File: src/bmsel_map.svh
// constants for the boot mode select block
`ifndef BMSEL_MAP_SVH
`define BMSEL_MAP_SVH
`define BMSEL_SYNC_STAGES 2
`define BMSEL_MODE_RESET  2'h0
`define BMSEL_CS_IDLE     1'h1
`endif

File: src/bmsel_pkg.sv
// types shared by the boot mode select block
package bmsel_pkg;
   typedef enum logic [1:0] {
      bmsel_mode_none_type_e,
      bmsel_mode_host_type_e,
      bmsel_mode_eprom_type_e,
      bmsel_mode_illegal_type_e
   } bmsel_mode_type;

   typedef struct packed {
      logic eprom_boot_strap;
      logic link_boot_strap;
      logic boot_memory_select;
   } bmsel_straps_type;

   typedef struct packed {
      logic boot_memory_select_o;
      logic boot_memory_select_oe;
   } bmsel_pin_type;
endpackage

File: src/bmsel_sync.sv
// two-stage synchroniser for a vector of pin inputs
module bmsel_sync #(
   parameter int WIDTH = 3
) (
   // clock and control
   input  wire logic             sys_clk,
   input  wire logic             rst_b,
   input  wire logic             clk_en,
   // data
   input  wire logic [WIDTH-1:0] din,
   output logic      [WIDTH-1:0] dout
);
   logic [WIDTH-1:0] stage1;
   logic [WIDTH-1:0] next_stage1;
   logic [WIDTH-1:0] next_dout;

   // refuse an empty vector at elaboration, not at run time
   if (WIDTH < 1) begin : g_width_check
      $error("bmsel_sync width must be positive");
   end

   // shift when enabled; first stage read only by second
   always_comb begin
      next_stage1 = clk_en ? din : stage1;
      next_dout   = clk_en ? stage1 : dout;
   end

   always_ff @(posedge sys_clk) begin
      if (!rst_b) begin
         stage1 <= '0;
         dout   <= '0;
      end else begin
         stage1 <= next_stage1;
         dout   <= next_dout;
      end
   end
endmodule

File: src/bmsel_top.sv
// boot mode strap decode and boot memory select pin control
// Function
// RULE_01: eprom boot strap high selects byte-wide eprom boot, other straps ignored.
// RULE_02: eprom strap low: mode from link strap and select pin input.
// RULE_03: system ties link boot strap low permanently.
// RULE_04: eprom mode drives boot memory select as eprom chip select.
// RULE_05: only current bus master drives boot memory select output; code keeps the old drive over edges with clk_en low.
// RULE_06: select pin low as input means no boot, run external memory.
// RULE_07: pin is driven only in eprom mode; three-stated otherwise, never otherwise driven.
// RULE_08: system hard-wires eprom strap and select pin level.
// RULE_09: straps 0,0 with select pin high selects host boot.
// RULE_10: straps sampled during reset; mode held until next reset.
module bmsel_top
   import bmsel_pkg::*;
(
   // clock, reset, enable
   input  wire logic       sys_clk,
   input  wire logic       rst_b,
   input  wire logic       clk_en,
   // strap pins, including select pin level as input
   input  wire logic       eprom_boot_strap,
   input  wire logic       link_boot_strap,
   input  wire logic       boot_memory_select_i,
   // core side
   input  wire logic       bus_master,
   input  wire logic       boot_cs_req,
   // boot memory select pin drive
   output logic            boot_memory_select_o,
   output logic            boot_memory_select_oe,
   // decoded mode
   output bmsel_mode_type  boot_mode,
   output logic            mode_valid
);
`include "bmsel_map.svh"

   bmsel_straps_type straps_sync;
   bmsel_mode_type   next_boot_mode;
   logic             next_mode_valid;
   bmsel_pin_type    pin;
   bmsel_pin_type    next_pin;
   logic             rst_seen;
   logic             next_rst_seen;
   bmsel_mode_type   decoded;

   // pins come from outside the clock domain; the synchroniser is left
   // unreset so that strap levels keep flowing through while reset is held
   bmsel_sync #(
      .WIDTH(3)
   ) u_sync (
      .sys_clk (sys_clk),
      .rst_b   (1'b1),
      .clk_en  (clk_en),
      .din     ({eprom_boot_strap, link_boot_strap, boot_memory_select_i}),
      .dout    (straps_sync)
   );

   // strap decode; eprom strap dominates
   always_comb begin
      if (straps_sync.eprom_boot_strap) begin
         decoded = bmsel_mode_eprom_type_e;                 // see RULE_01
      end else if (straps_sync.link_boot_strap) begin
         decoded = bmsel_mode_illegal_type_e;               // see RULE_03
      end else if (straps_sync.boot_memory_select) begin
         decoded = bmsel_mode_host_type_e;                  // see RULE_02 see RULE_09
      end else begin
         decoded = bmsel_mode_none_type_e;                  // see RULE_06
      end
   end

   // mode follows straps while reset is held, then freezes
   always_comb begin
      next_rst_seen   = rst_seen;
      next_boot_mode  = boot_mode;
      next_mode_valid = mode_valid;
      if (!rst_b) begin
         next_rst_seen   = 1'b1;
         next_boot_mode  = decoded;                         // see RULE_10
         next_mode_valid = 1'b0;
      end else if (rst_seen) begin
         next_rst_seen   = 1'b0;
         next_mode_valid = 1'b1;                            // see RULE_10
      end
   end

   // pin drive: only eprom mode ever enables the driver; slaves float it after the next enabled edge
   always_comb begin
      next_pin.boot_memory_select_o  = `BMSEL_CS_IDLE;
      next_pin.boot_memory_select_oe = 1'b0;
      if (rst_b && mode_valid && boot_mode == bmsel_mode_eprom_type_e
          && bus_master) begin
         next_pin.boot_memory_select_oe = 1'b1;             // see RULE_04 see RULE_05 see RULE_07
         next_pin.boot_memory_select_o  = ~boot_cs_req;     // active low chip select
      end
   end

   // the mode register is captured, not reset to a constant, during reset
   always_ff @(posedge sys_clk) begin
      if (clk_en) begin
         rst_seen   <= next_rst_seen;
         boot_mode  <= next_boot_mode;
         mode_valid <= next_mode_valid;
         pin        <= next_pin;
      end
   end

   // the pin pair leaves straight from the pin register, no logic after it
   assign boot_memory_select_o  = pin.boot_memory_select_o;
   assign boot_memory_select_oe = pin.boot_memory_select_oe;

   // helper: cycles since the mode froze; saturates so long runs never wrap
   logic [3:0] valid_cnt;
   logic [3:0] next_valid_cnt;

   always_comb begin
      next_valid_cnt = valid_cnt;
      if (!rst_b) begin
         next_valid_cnt = 4'h0;
      end else if (mode_valid && valid_cnt != 4'hf) begin
         next_valid_cnt = valid_cnt + 4'h1;
      end
   end

   // reset waits for an enabled edge here too, so a frozen block keeps its count
   always_ff @(posedge sys_clk) begin
      if (clk_en) begin
         valid_cnt <= next_valid_cnt;
      end
   end

   // decode timing and the checks below assume exactly two strap flops
   if (`BMSEL_SYNC_STAGES != 2) begin : g_stage_check
      $error("bmsel_top expects a two-stage strap synchroniser");
   end

   // pin drive: bus master in eprom mode only; an edge with clk_en low keeps old drive
   a_oe_needs_master: assert property (@(posedge sys_clk) disable iff (!rst_b) // see RULE_05
      boot_memory_select_oe && $past(clk_en)
      |-> $past(bus_master) && boot_mode == bmsel_mode_eprom_type_e)
      else $error("select pin driven without bus mastership in eprom mode");

   a_slave_floats: assert property (@(posedge sys_clk) disable iff (!rst_b) // see RULE_05
      clk_en && !bus_master
      |=> !boot_memory_select_oe)
      else $error("select pin still driven after bus mastership was lost");

   a_oe_only_eprom: assert property (@(posedge sys_clk) disable iff (!rst_b) // see RULE_07
      boot_mode != bmsel_mode_eprom_type_e
      |-> !boot_memory_select_oe)
      else $error("select pin driven outside eprom mode");

   a_eprom_drive: assert property (@(posedge sys_clk) disable iff (!rst_b) // see RULE_04
      clk_en && mode_valid && boot_mode == bmsel_mode_eprom_type_e && bus_master
      |=> boot_memory_select_oe && (boot_memory_select_o == !$past(boot_cs_req)))
      else $error("eprom chip select not driven");

   a_cs_idle_high: assert property (@(posedge sys_clk) disable iff (!rst_b) // see RULE_04
      !boot_memory_select_oe
      |-> boot_memory_select_o)
      else $error("chip select value not idle while the driver is off");

   // reset: driver off and valid low; release gives a frozen, valid mode
   a_reset_idle: assert property (@(posedge sys_clk) // see RULE_07
      clk_en && !rst_b
      |=> !boot_memory_select_oe && boot_memory_select_o)
      else $error("select pin not released during reset");

   a_valid_low: assert property (@(posedge sys_clk) // see RULE_10
      clk_en && !rst_b
      |=> !mode_valid)
      else $error("mode marked valid during reset");

   a_valid_rises: assert property (@(posedge sys_clk) // see RULE_10
      clk_en && !rst_b ##1 clk_en && rst_b ##1 clk_en
      |=> mode_valid)
      else $error("mode not valid after reset release");

   a_valid_hold: assert property (@(posedge sys_clk) disable iff (!rst_b) // see RULE_10
      mode_valid
      |=> mode_valid)
      else $error("mode valid dropped outside reset");

   a_mode_hold: assert property (@(posedge sys_clk) disable iff (!rst_b) // see RULE_10
      mode_valid
      |=> $stable(boot_mode))
      else $error("boot mode changed outside reset");

   a_enable_freeze: assert property (@(posedge sys_clk) // see RULE_10
      !clk_en
      |=> $stable(boot_mode) && $stable(mode_valid)
          && $stable(boot_memory_select_oe) && $stable(boot_memory_select_o))
      else $error("state moved while the clock enable was low");

   // decode as captured during reset; eprom strap dominates
   a_eprom_wins: assert property (@(posedge sys_clk) // see RULE_01
      clk_en && !rst_b && straps_sync.eprom_boot_strap
      |=> boot_mode == bmsel_mode_eprom_type_e)
      else $error("eprom strap did not select eprom boot");

   a_host_mode: assert property (@(posedge sys_clk) // see RULE_09
      clk_en && !rst_b && straps_sync == 3'h1
      |=> boot_mode == bmsel_mode_host_type_e)
      else $error("host boot not decoded");

   a_no_boot: assert property (@(posedge sys_clk) // see RULE_06
      clk_en && !rst_b && straps_sync == 3'h0
      |=> boot_mode == bmsel_mode_none_type_e)
      else $error("no-boot not decoded");

   a_link_strap: assert property (@(posedge sys_clk) // see RULE_02
      clk_en && !rst_b && straps_sync == 3'h2
      |=> boot_mode == bmsel_mode_illegal_type_e)
      else $error("link strap high not flagged");

   // main scenarios: chip select, host, no boot, slave, long hold
   c_eprom: cover property (@(posedge sys_clk)
      boot_memory_select_oe && !boot_memory_select_o);
   c_host:  cover property (@(posedge sys_clk)
      mode_valid && boot_mode == bmsel_mode_host_type_e);
   c_none:  cover property (@(posedge sys_clk)
      mode_valid && boot_mode == bmsel_mode_none_type_e);
   c_slave: cover property (@(posedge sys_clk)
      mode_valid && boot_mode == bmsel_mode_eprom_type_e && !bus_master ##1 !boot_memory_select_oe);
   c_long:  cover property (@(posedge sys_clk)
      valid_cnt == 4'hf);
endmodule

File: config.mk
export PLATFORM = sky130hd
export DESIGN_NAME = bmsel_top
export DESIGN_NICKNAME = d
export VERILOG_FILES = /design/src/bmsel_pkg.sv /design/src/bmsel_sync.sv /design/src/bmsel_top.sv
export VERILOG_INCLUDE_DIRS = /design/src
export SDC_FILE = /design/constraint.sdc
export NUM_CORES = 1
export LEC_CHECK = 0
export ABC_CLOCK_PERIOD_IN_PS = 1340
export BUFFER_PORTS_ARGS = -buffer_cell sky130_fd_sc_hd__clkbuf_2
export CORE_AREA = 2 2 39 41
export DETAILED_ROUTE_END_ITERATION = 10
export DIE_AREA = 0 0 41 43
export REMOVE_ABC_BUFFERS = 1
export SYNTH_ARGS = -nofsm -noshare
export SYNTH_HDL_FRONTEND = slang
export SYNTH_SLANG_ARGS = --single-unit
File: constraint.sdc
create_clock -name sys_clk -period 1.34 [get_ports sys_clk]
set_input_delay 0.067 -clock sys_clk [delete_from_list [all_inputs] [get_ports sys_clk]]
set_output_delay 0.067 -clock sys_clk [all_outputs]
set_load 0.03 [all_outputs]
==> results of run 1 <==
[cell type report]
| cell class | instances | area [um^2] | share of cell area [%] |
|---|---|---|---|
| sequential | 12 | 360.3 | 65.31 |
| timing repair buffer | 15 | 90.09 | 16.33 |
| multi-input combinational | 8 | 51.30 | 9.297 |
| clock buffer | 3 | 22.52 | 4.082 |
| tap | 16 | 20.02 | 3.628 |
| clock inverter | 1 | 3.754 | 0.6803 |
| inverter | 1 | 3.754 | 0.6803 |
[worst min path at each step]
| stage | cells after the start | slack, ns | endpoint | from |
|---|---|---|---|---|
| 2_1_floorplan | 0 | 0.17 | mode_valid | rst_b |
| 3_3_place_gp | 1 | 0.25 | u_sync.stage1[2] | eprom_boot_strap |
| 3_5_place_dp | 1 | 0.25 | u_sync.stage1[0] | boot_memory_select_i |
| 4_1_cts | 1 | 0.02 | mode_valid | rst_b |
| 5_1_grt | 1 | 0.02 | mode_valid | rst_b |
| 6_report | 1 | 0.03 | mode_valid | rst_b |
[Yosys cell counts]
| master | instances |
|---|---|
| nor2_1 | 2 |
| o21a_1 | 1 |
| nand3_1 | 1 |
| or2_2 | 1 |
| edfxtp_1 | 12 |
| and2b_2 | 1 |
| inv_1 | 1 |
| and4b_1 | 1 |
| and2_1 | 1 |
[worst max-delay path, delay by kind of cell (launching register included)]
family	cells	cell delay, ns
flip-flops	1	0.38
AND/OR/NAND/NOR	2	0.37
[power groups by stage]
stage / clock network [W] / registers [W] / logic, W
2_1_floorplan: 0 / 0.000466 / 0.00000972
3_3_place_gp: 0 / 0.000454 / 0.0000440
3_5_place_dp: 0 / 0.000455 / 0.0000457
4_1_cts: 0.000231 / 0.000447 / 0.0000524
5_1_grt: 0.000247 / 0.000448 / 0.0000573
6_report: 0.000215 / 0.000447 / 0.0000521
[metal layers]
layer	vias to the layer above	wire, um
li1	118	-
met4	0	0
met3	0	62
met5	-	0
met1	112	249
met2	13	323
[stage by stage]
stage               cells  total power (W)
CTS                    56        0.0007305
floorplan              21        0.0004753
finish                 56        0.0007135
detailed placement     49        0.0005011
global placement       49        0.0004978
global route           56        0.0007526
[sequential cells by signal, summed over array words and instances, names as in the netlist]
name and flops:
u_sync.dout 3, u_sync.stage1 3, boot_mode 2, boot_memory_select_o 1
boot_memory_select_oe 1, mode_valid 1, rst_seen 1
[cell families (layout without fill, tap and decap cells)]
| family | after synthesis | in the layout | synth area share, % |
|---|---|---|---|
| buf+inv | 1 | 20 | 0.9027 |
| compound gates | 1 | 1 | 1.808 |
| simple gates | 7 | 7 | 10.54 |
| flops | 12 | 12 | 86.75 |
==> flow_summary.yaml, run 1 <==
logic_synthesis:
  synth-seq-cells: 12
  ys_types: 9
  yosysTopAreaCell: "edfxtp_1"
  ys_seq_area_share_pct: 86.75
  syn-cell-area_um2: 415.4
  synthTopCellsByArea: "edfxtp_1, and4b_1, and2b_2, nor2_1, o21a_1"
  synth.yosys.warnings: 0
  synth_top_area_share_pct: 86.75
  netlist_instances: 21
  postSynthAreaPerCell_um2: 19.78
sta:
  hold_viol: 0
  relSlewSlack_pct: 82.18
  worst_pin_slew_ns: 0.2672
  slew_violations: 0
  setup_viol: 0
  hold_slack_ns: 0.03462
  fin_crit_sh_pct: 74.06
  clock_skew_ns: 0.001128
  setup_tns_ns: 0
  period_minus_slack_ns: 0.9924
  fmax_mhz: 1008
  rsz0062_at_grt: "no"
  fin_ws_ns: 0.3476
global_route:
  met1_usage_pct: 8.014
  grt_antenna_before_repair: 0
  track_usage_pct: 8.436
  grt_pass1_vias: 232
  busiest_layer: "met2"
  grt_use_met2_pct: 12.50
  grt_start_max_net_pins: 12
  grt_pass1_wl_um: 897
  overflow: 0
  use_met3_pct: 5.236
run_status:
  status: "finished, final reports clean"
finish:
  fillerInstances: 150
  syn_to_final_growth_pct: 32.83
  final_cell_mix: "edfxtp_1, clkbuf_2, clkbuf_4, dlygate4sd3_1, nor2_1"
  n_antenna_cell: 0
  drive_gt1_share_pct: 42.50
  utilization_pct: 39.87
  final_cell_area_um2: 551.8
  nets: 49
clock_tree:
  clock-sinks: 12
  post_cts_resized: 0
  clock_latency_ns: 0.26
  clk_pin_slew_ns: 0.07
  cts_buffer_depth: 2
  ctsHtreeMaxLevel: 1
  cts_tree: "yes"
  postCtsSetupBuffers: 0
  cts_hold_buf: 3
  cts_root_buf: "clkbuf_4"
  cts_buffers: 3
routing:
  drc: 0
  drt-wirelength-per-cell_um: 11.34
  finalWirelength_um: 635
  vias: 243
  routed_via_density: 4.339
  drt_iter0_drc: 2
  dr.pass1.iters: 2
  postRouteAntennaNets: 0
critical_path:
  cp_cell_sequence: "and4b_1, and2_1"
  path_max_fanout: 2
  timing.critical_path.slowest_stage_cell: "edfxtp_1"
  worst_setup_path_end_kind: "flop"
  reg2reg_slack_ns: 0.35
  arrival_ns: 1.01
  reg2reg_depth: 2
  start_kind: "flop"
  path_class: "flop to flop"
  r2r-end: "boot_memory_select_oe"
  cpPeakStageDelay_ns: 0.38
  rr_startpoint: "mode_valid"
  critPathCapture: "boot_memory_select_oe"
  worstSetupStartpoint: "mode_valid"
  required_ns: 1.36
power_and_ir_drop:
  ir_drop_mv: 0.4777
  p_int_w: 0.0005696
  p_comb_share_pct: 7.3
  power.density_nw_per_um2: 1293
  seqPwrFrac_pct: 62.6
  p_sw_w: 0.0001439
  netSwitchingFraction_pct: 20.17
  p_leak_nw: 0.2192
  clkPwrFrac_pct: 30.1
floorplanning:
  dieArea_um2: 1763
  rows: 14
  die_y_um: 43
  initial_core_util_pct: 30.02
  core-area_um2: 1384
  die_w_um: 41
  ios: 13
placed_design:
  portBuffers: 12
  dp_slack_ns: 0.3552
  hpwlAfterDp_um: 448.6
  gp_congestion: 0.5464
  dpl_cell_area_um2: 495.5
hold_path:
  hp-class: "input pin to flop"
run:
  drv_cap: 0
No activity file was read; power rests on OpenSTA's default activity.
==> run 2: changes to the inputs <==
ABC_AREA = 1   (was unset)
ABC_CLOCK_PERIOD_IN_PS = 900   (was 1340)
clock period = 0.9 ns   (was 1.34 ns; I/O delays follow)
==> run 2 against run 1 <==
  * Critical path depth decreased by 1
  * Power rose by 53%
  * The flow now finishes with violations (negative setup slack)
  * Critical path type is now flop to output pin
  * Clock skew up 0.0050 ns
  * Sequential power grew 49%
  * Register-to-register slack got worse by 0.33 ns
  * Sequential cell count unchanged
==> flow_summary.yaml, run 2 <==
finish:
  reg.largest.list: "u_sync.dout x3, u_sync.stage1 x3, boot_mode x2"
  final_cell_area_um2: 606.8
  final_common_cell: "edfxtp_1"
  syn_to_final_growth_pct: 43.07
  n_antenna_cell: 0
  final_cell_mix: "edfxtp_1, nor2_1, clkbuf_2"
  drive_gt1_share_pct: 33.33
  multi_input_comb_area_um2: 52.55
  ff_latch_area_um2: 360.3
  nets: 57
  fillerInstances: 134
placed_design:
  hpwlAfterDp_um: 471.7
  gp_congestion: 0.6129
  dpl_cell_area_um2: 511.7
  portBuffers: 12
critical_path:
  arrival_ns: 0.87
  start_kind: "flop"
  cp_cell_sequence: "buf_8"
  worst_setup_path_end_kind: "output pin"
  path_class: "flop to output pin"
  critical_path.top_delay_family: "flip-flops"
  required_ns: 0.85
  cp_num_buf_inv: 1
  cpPeakStageDelay_ns: 0.44
  path_max_fanout: 3
  timing.critical_path.slowest_stage_cell: "edfxtp_1"
clock_tree:
  postCtsSetupBuffers: 0
  clock_latency_ns: 0.27
  cts_root_buf: "clkbuf_4"
  clock-sinks: 12
  cts_buffers: 3
  cts_buffer_depth: 2
  cts_tree: "yes"
  clk_pin_slew_ns: 0.08
  ctsHtreeMaxLevel: 1
run:
  drv_cap: 0
routing:
  dr.pass1.iters: 4
  drt_iter0_drc: 4
  drc: 0
  drt-wirelength-per-cell_um: 10.27
  vias: 266
  routed_via_density: 4.156
  finalWirelength_um: 657
  postRouteAntennaNets: 0
global_route:
  overflow: 0
  grt_antenna_before_repair: 0
  track_usage_pct: 9.221
  grt_pass1_vias: 256
  grt_start_max_net_pins: 10
  grt_pass1_wl_um: 1007
logic_synthesis:
  synth_top_family_by_area: "simple AND/OR/NAND/NOR gates"
  ys_seq_area_share_pct: 84.96
  synth_compound_area_share_pct: 0
  muxShareOfSynthArea_pct: 0
  synth_common_cells: "edfxtp_1, nor2_1, inv_1, nand2_1"
  ys_async_sr_fraction_pct: 0
  synth-seq-cells: 12
  synth_simple_gate_area_share_pct: 12.39
  netlist_instances: 27
  postSynthAreaPerCell_um2: 15.71
  ys.flop_type: "edfxtp_1"
  synth_top_area_share_pct: 84.96
  synthTopCellsByArea: "edfxtp_1, nor2_1, inv_1, nand2_1, nand3b_1"
  synth.yosys.warnings: 0
  synth_most_common_cell: "edfxtp_1"
  ys_types: 7
  yosysTopAreaCell: "edfxtp_1"
  synth_edf_count: 12
  synth-xor-area-share_pct: 0
  synth_fa_ha_area_share_pct: 0
  syn-cell-area_um2: 424.2
floorplanning:
  dieArea_um2: 1763
  core-area_um2: 1384
  die_w_um: 41
  die_y_um: 43
  initial_core_util_pct: 30.65
  ios: 13
  rows: 14
sta:
  fmax_mhz: 1089
  fin_crit_sh_pct: 102.0
  rsz0062_at_grt: "yes"
  setup_viol: 2
  hold_slack_ns: 0.02813
  worst_pin_slew_ns: 0.1778
  slew_violations: 0
  period_minus_slack_ns: 0.9179
  hold_viol: 0
  fin_ws_ns: -0.01791
  relSlewSlack_pct: 88.10
  clock_skew_ns: 0.006096
run_status:
  violations: "negative setup slack"
  status: "finished, violations left"
power_and_ir_drop:
  total_power_w: 0.001095
  power.density_nw_per_um2: 1804
  p_leak_nw: 0.2482
  ir_drop_mv: 0.6780
hold_path:
  hp-class: "input pin to flop"
run 2: cell count changes in the layout (fill, tap and decap cells not counted), moves of 2 or more:
cell      previous run  this run
nor2_1               2         7
inv_1                1         3
buf_8                0         2
buf_2                0         2
nand2_1              0         2
clkbuf_2            12         7
run 2: per-stage QoR:
stage	instances	util, %	TNS (ns)	setup WS (ns)
6_report	64	43.85	-0.02651	-0.01791
2_1_floorplan	27	-	-0.1578	-0.1109
3_5_place_dp	56	36.98	0	0.02252
5_1_grt	64	43.85	-0.1826	-0.06270
3_3_place_gp	56	36.98	0	0.06701
4_1_cts	63	42.95	-0.06030	-0.03564
run 2: worst paths after layout:
check / cells past startpoint / to / start / slack [ns]
min reg2reg: 0 / u_sync.dout[1] / u_sync.stage1[1] / 0.42
min: 2 / boot_memory_select_o / boot_cs_req / 0.03
max: 1 / boot_mode[0] / boot_mode[0] / -0.02
max reg2reg: 2 / boot_memory_select_o / boot_mode[0] / 0.02
run 2: logic make-up after synthesis:
family        Yosys count
buf+inv                 3
flops                  12
simple gates           12
run 2: where the power goes:
group	leakage, nW	internal [W]	switching (W)
registers	0.114	0.000654	0.0000122
clock network	0.0154	0.000160	0.000170
logic	0.119	0.0000496	0.0000489
run 2: final cells by class:
| cell class | count | area share (%) |
|---|---|---|
| Sequential cell | 12 | 59.38 |
| Timing Repair Buffer | 17 | 22.47 |
| Multi-Input combinational cell | 12 | 8.660 |
| Clock buffer | 3 | 3.711 |
| Tap cell | 16 | 3.299 |
| Inverter | 3 | 1.856 |
| Clock inverter | 1 | 0.6186 |
run 2: per-layer routing:
| layer | part of all wire (%) | GRT usage (%) |
|---|---|---|
| met2 | 53 | 13.44 |
| met1 | 41 | 9.966 |
| met3 | 6.4 | 3.141 |
| met5 | 0 | 0 |
| met4 | 0 | 8.000 |
run 2: repair_timing:
action                                 4_1_cts  5_1_grt
setup endpoints to repair                    3        6
endpoints found under the hold margin        3        1
hold buffers                                 3        1
pin swaps                                    0        1
gates resized for setup                      6        4
==> run 3: changes to the inputs <==
CORE_AREA = 4 4 41 43   (was 2 2 39 41)
DIE_AREA = 0 0 45 47   (was 0 0 41 43)
==> run 3 against run 2 <==
  * The run still ends with negative setup slack left
  * Critical endpoint is now boot_mode[1]
  * Final cell count fell by 3.1%
  * Via count rose by 2.3%
  * Largest power group unchanged
  * Global-route usage fell by 1.5 points
  * Clock power fell by 2%
  * Critical path depth did not move
  * Sequential power barely moved
  * Combinational power fell by 2.7%
  * Routed wire length fell by 4.7%
==> flow_summary.yaml, run 3 (same netlist as run 2, synthesis figures left out) <==
finish:
  final_cells: 62
  nets: 56
  final_common_cell: "edfxtp_1"
  fillerInstances: 135
  syn_to_final_growth_pct: 41.00
  final_cell_mix: "edfxtp_1, clkbuf_2, nor2_1"
  n_antenna_cell: 0
  final_cell_area_um2: 598.1
  drive_gt1_share_pct: 38.30
  reg.largest.list: "u_sync.dout x3, u_sync.stage1 x3, boot_mode x2"
sta:
  hold_slack_ns: 0.02601
  period_minus_slack_ns: 0.9124
  clock_skew_ns: 0.001892
  fmax_mhz: 1096
  hold_viol: 0
  fin_ws_ns: -0.01241
  setup_tns_ns: -0.02452
  rsz0062_at_grt: "yes"
  slew_violations: 0
  setup_viol: 2
  worst_pin_slew_ns: 0.1829
  fin_crit_sh_pct: 101.4
  relSlewSlack_pct: 87.76
global_route:
  overflow: 0
  grt_pass1_vias: 262
  grt_start_max_net_pins: 10
  track_usage_pct: 7.729
  grt_antenna_before_repair: 0
  grt_pass1_wl_um: 1062
clock_tree:
  cts_root_buf: "clkbuf_4"
  clock_latency_ns: 0.26
  clk_pin_slew_ns: 0.07
  cts_tree: "yes"
  cts_buffers: 3
  clock-sinks: 12
  ctsHtreeMaxLevel: 1
  postCtsSetupBuffers: 0
  cts_buffer_depth: 2
critical_path:
  cp_num_buf_inv: 1
  start_kind: "flop"
  cpPeakStageDelay_ns: 0.44
  timing.critical_path.slowest_stage_cell: "edfxtp_1"
  critical_path.top_delay_family: "flip-flops"
  cp_cell_sequence: "buf_8"
  worst_setup_path_end_kind: "output pin"
  path_class: "flop to output pin"
  required_ns: 0.85
  path_max_fanout: 3
  arrival_ns: 0.87
power_and_ir_drop:
  ir_drop_mv: 0.8822
  p_leak_nw: 0.2428
  power.density_nw_per_um2: 1816
routing:
  routed_via_density: 4.387
  dr.pass1.iters: 3
  drt_iter0_drc: 1
  drc: 0
  drt-wirelength-per-cell_um: 10.10
  vias: 272
  finalWirelength_um: 626
  postRouteAntennaNets: 0
floorplanning:
  ios: 13
  rows: 13
  initial_core_util_pct: 32.60
  die_w_um: 45
  die_y_um: 47
  dieArea_um2: 2115
  core-area_um2: 1301
run:
  drv_cap: 0
run_status:
  status: "finished, violations left"
  violations: "negative setup slack"
placed_design:
  gp_congestion: 0.5959
  portBuffers: 12
  dp.cells: 55
  hpwlAfterDp_um: 442.3
  dpl_cell_area_um2: 510.5
hold_path:
  hp-class: "input pin to flop"
==> run 3: layout make-up <==
class	count	area (um^2)	share of cell area, %
flip-flops and latches	12	360.3	60.25
multi-input cells	12	57.56	9.623
clock buffers	3	22.52	3.766
inverters	3	11.26	1.883
repair buffers	16	123.9	20.71
clock inverters	1	3.754	0.6276
well taps	15	18.77	3.138
==> run 3: timing repair <==
item                                    CTS  global route
pin swaps                                 0             1
gates resized for setup                   4             9
gates cloned                              0             0
hold buffers                              3             0
hold endpoints to repair                  3             0
endpoints found under the setup margin    2             5
==> run 3: worst paths after layout <==
| kind | startpoint | end | slack (ns) | depth (start not counted) |
|---|---|---|---|---|
| worst min register to register | u_sync.stage1[1] | u_sync.dout[1] | 0.42 | 0 |
| worst min-delay path | rst_b | mode_valid | 0.03 | 1 |
| worst max register to register | mode_valid | boot_memory_select_o | 0.03 | 3 |
| worst max-delay path | boot_mode[1] | boot_mode[1] | -0.01 | 1 |
==> run 3: layer usage <==
metal,vias up,GRT usage (%),wire [um]
li1,133,-,-
met1,124,7.452,217
met2,13,13.28,328
met3,2,3.448,65
met4,0,5.263,14
met5,-,0,0
==> run 3: through the flow <==
| stage | utilization [%] | setup slack [ns] | power [W] |
|---|---|---|---|
| finish | 45.96 | -0.01241 | 0.001086 |
| CTS | 44.90 | -0.03516 | 0.001103 |
| global placement | 39.23 | 0.06355 | 0.0007489 |
| floorplan | - | -0.1109 | 0.0007111 |
| detailed placement | 39.23 | 0.04778 | 0.0007521 |
| global route | 45.96 | -0.07649 | 0.001154 |
==> run 3: where the power goes <==
part / switching, W / internal (W)
Sequential: 0.0000128 / 0.000654
Clock: 0.000163 / 0.000160
Combinational: 0.0000490 / 0.0000468
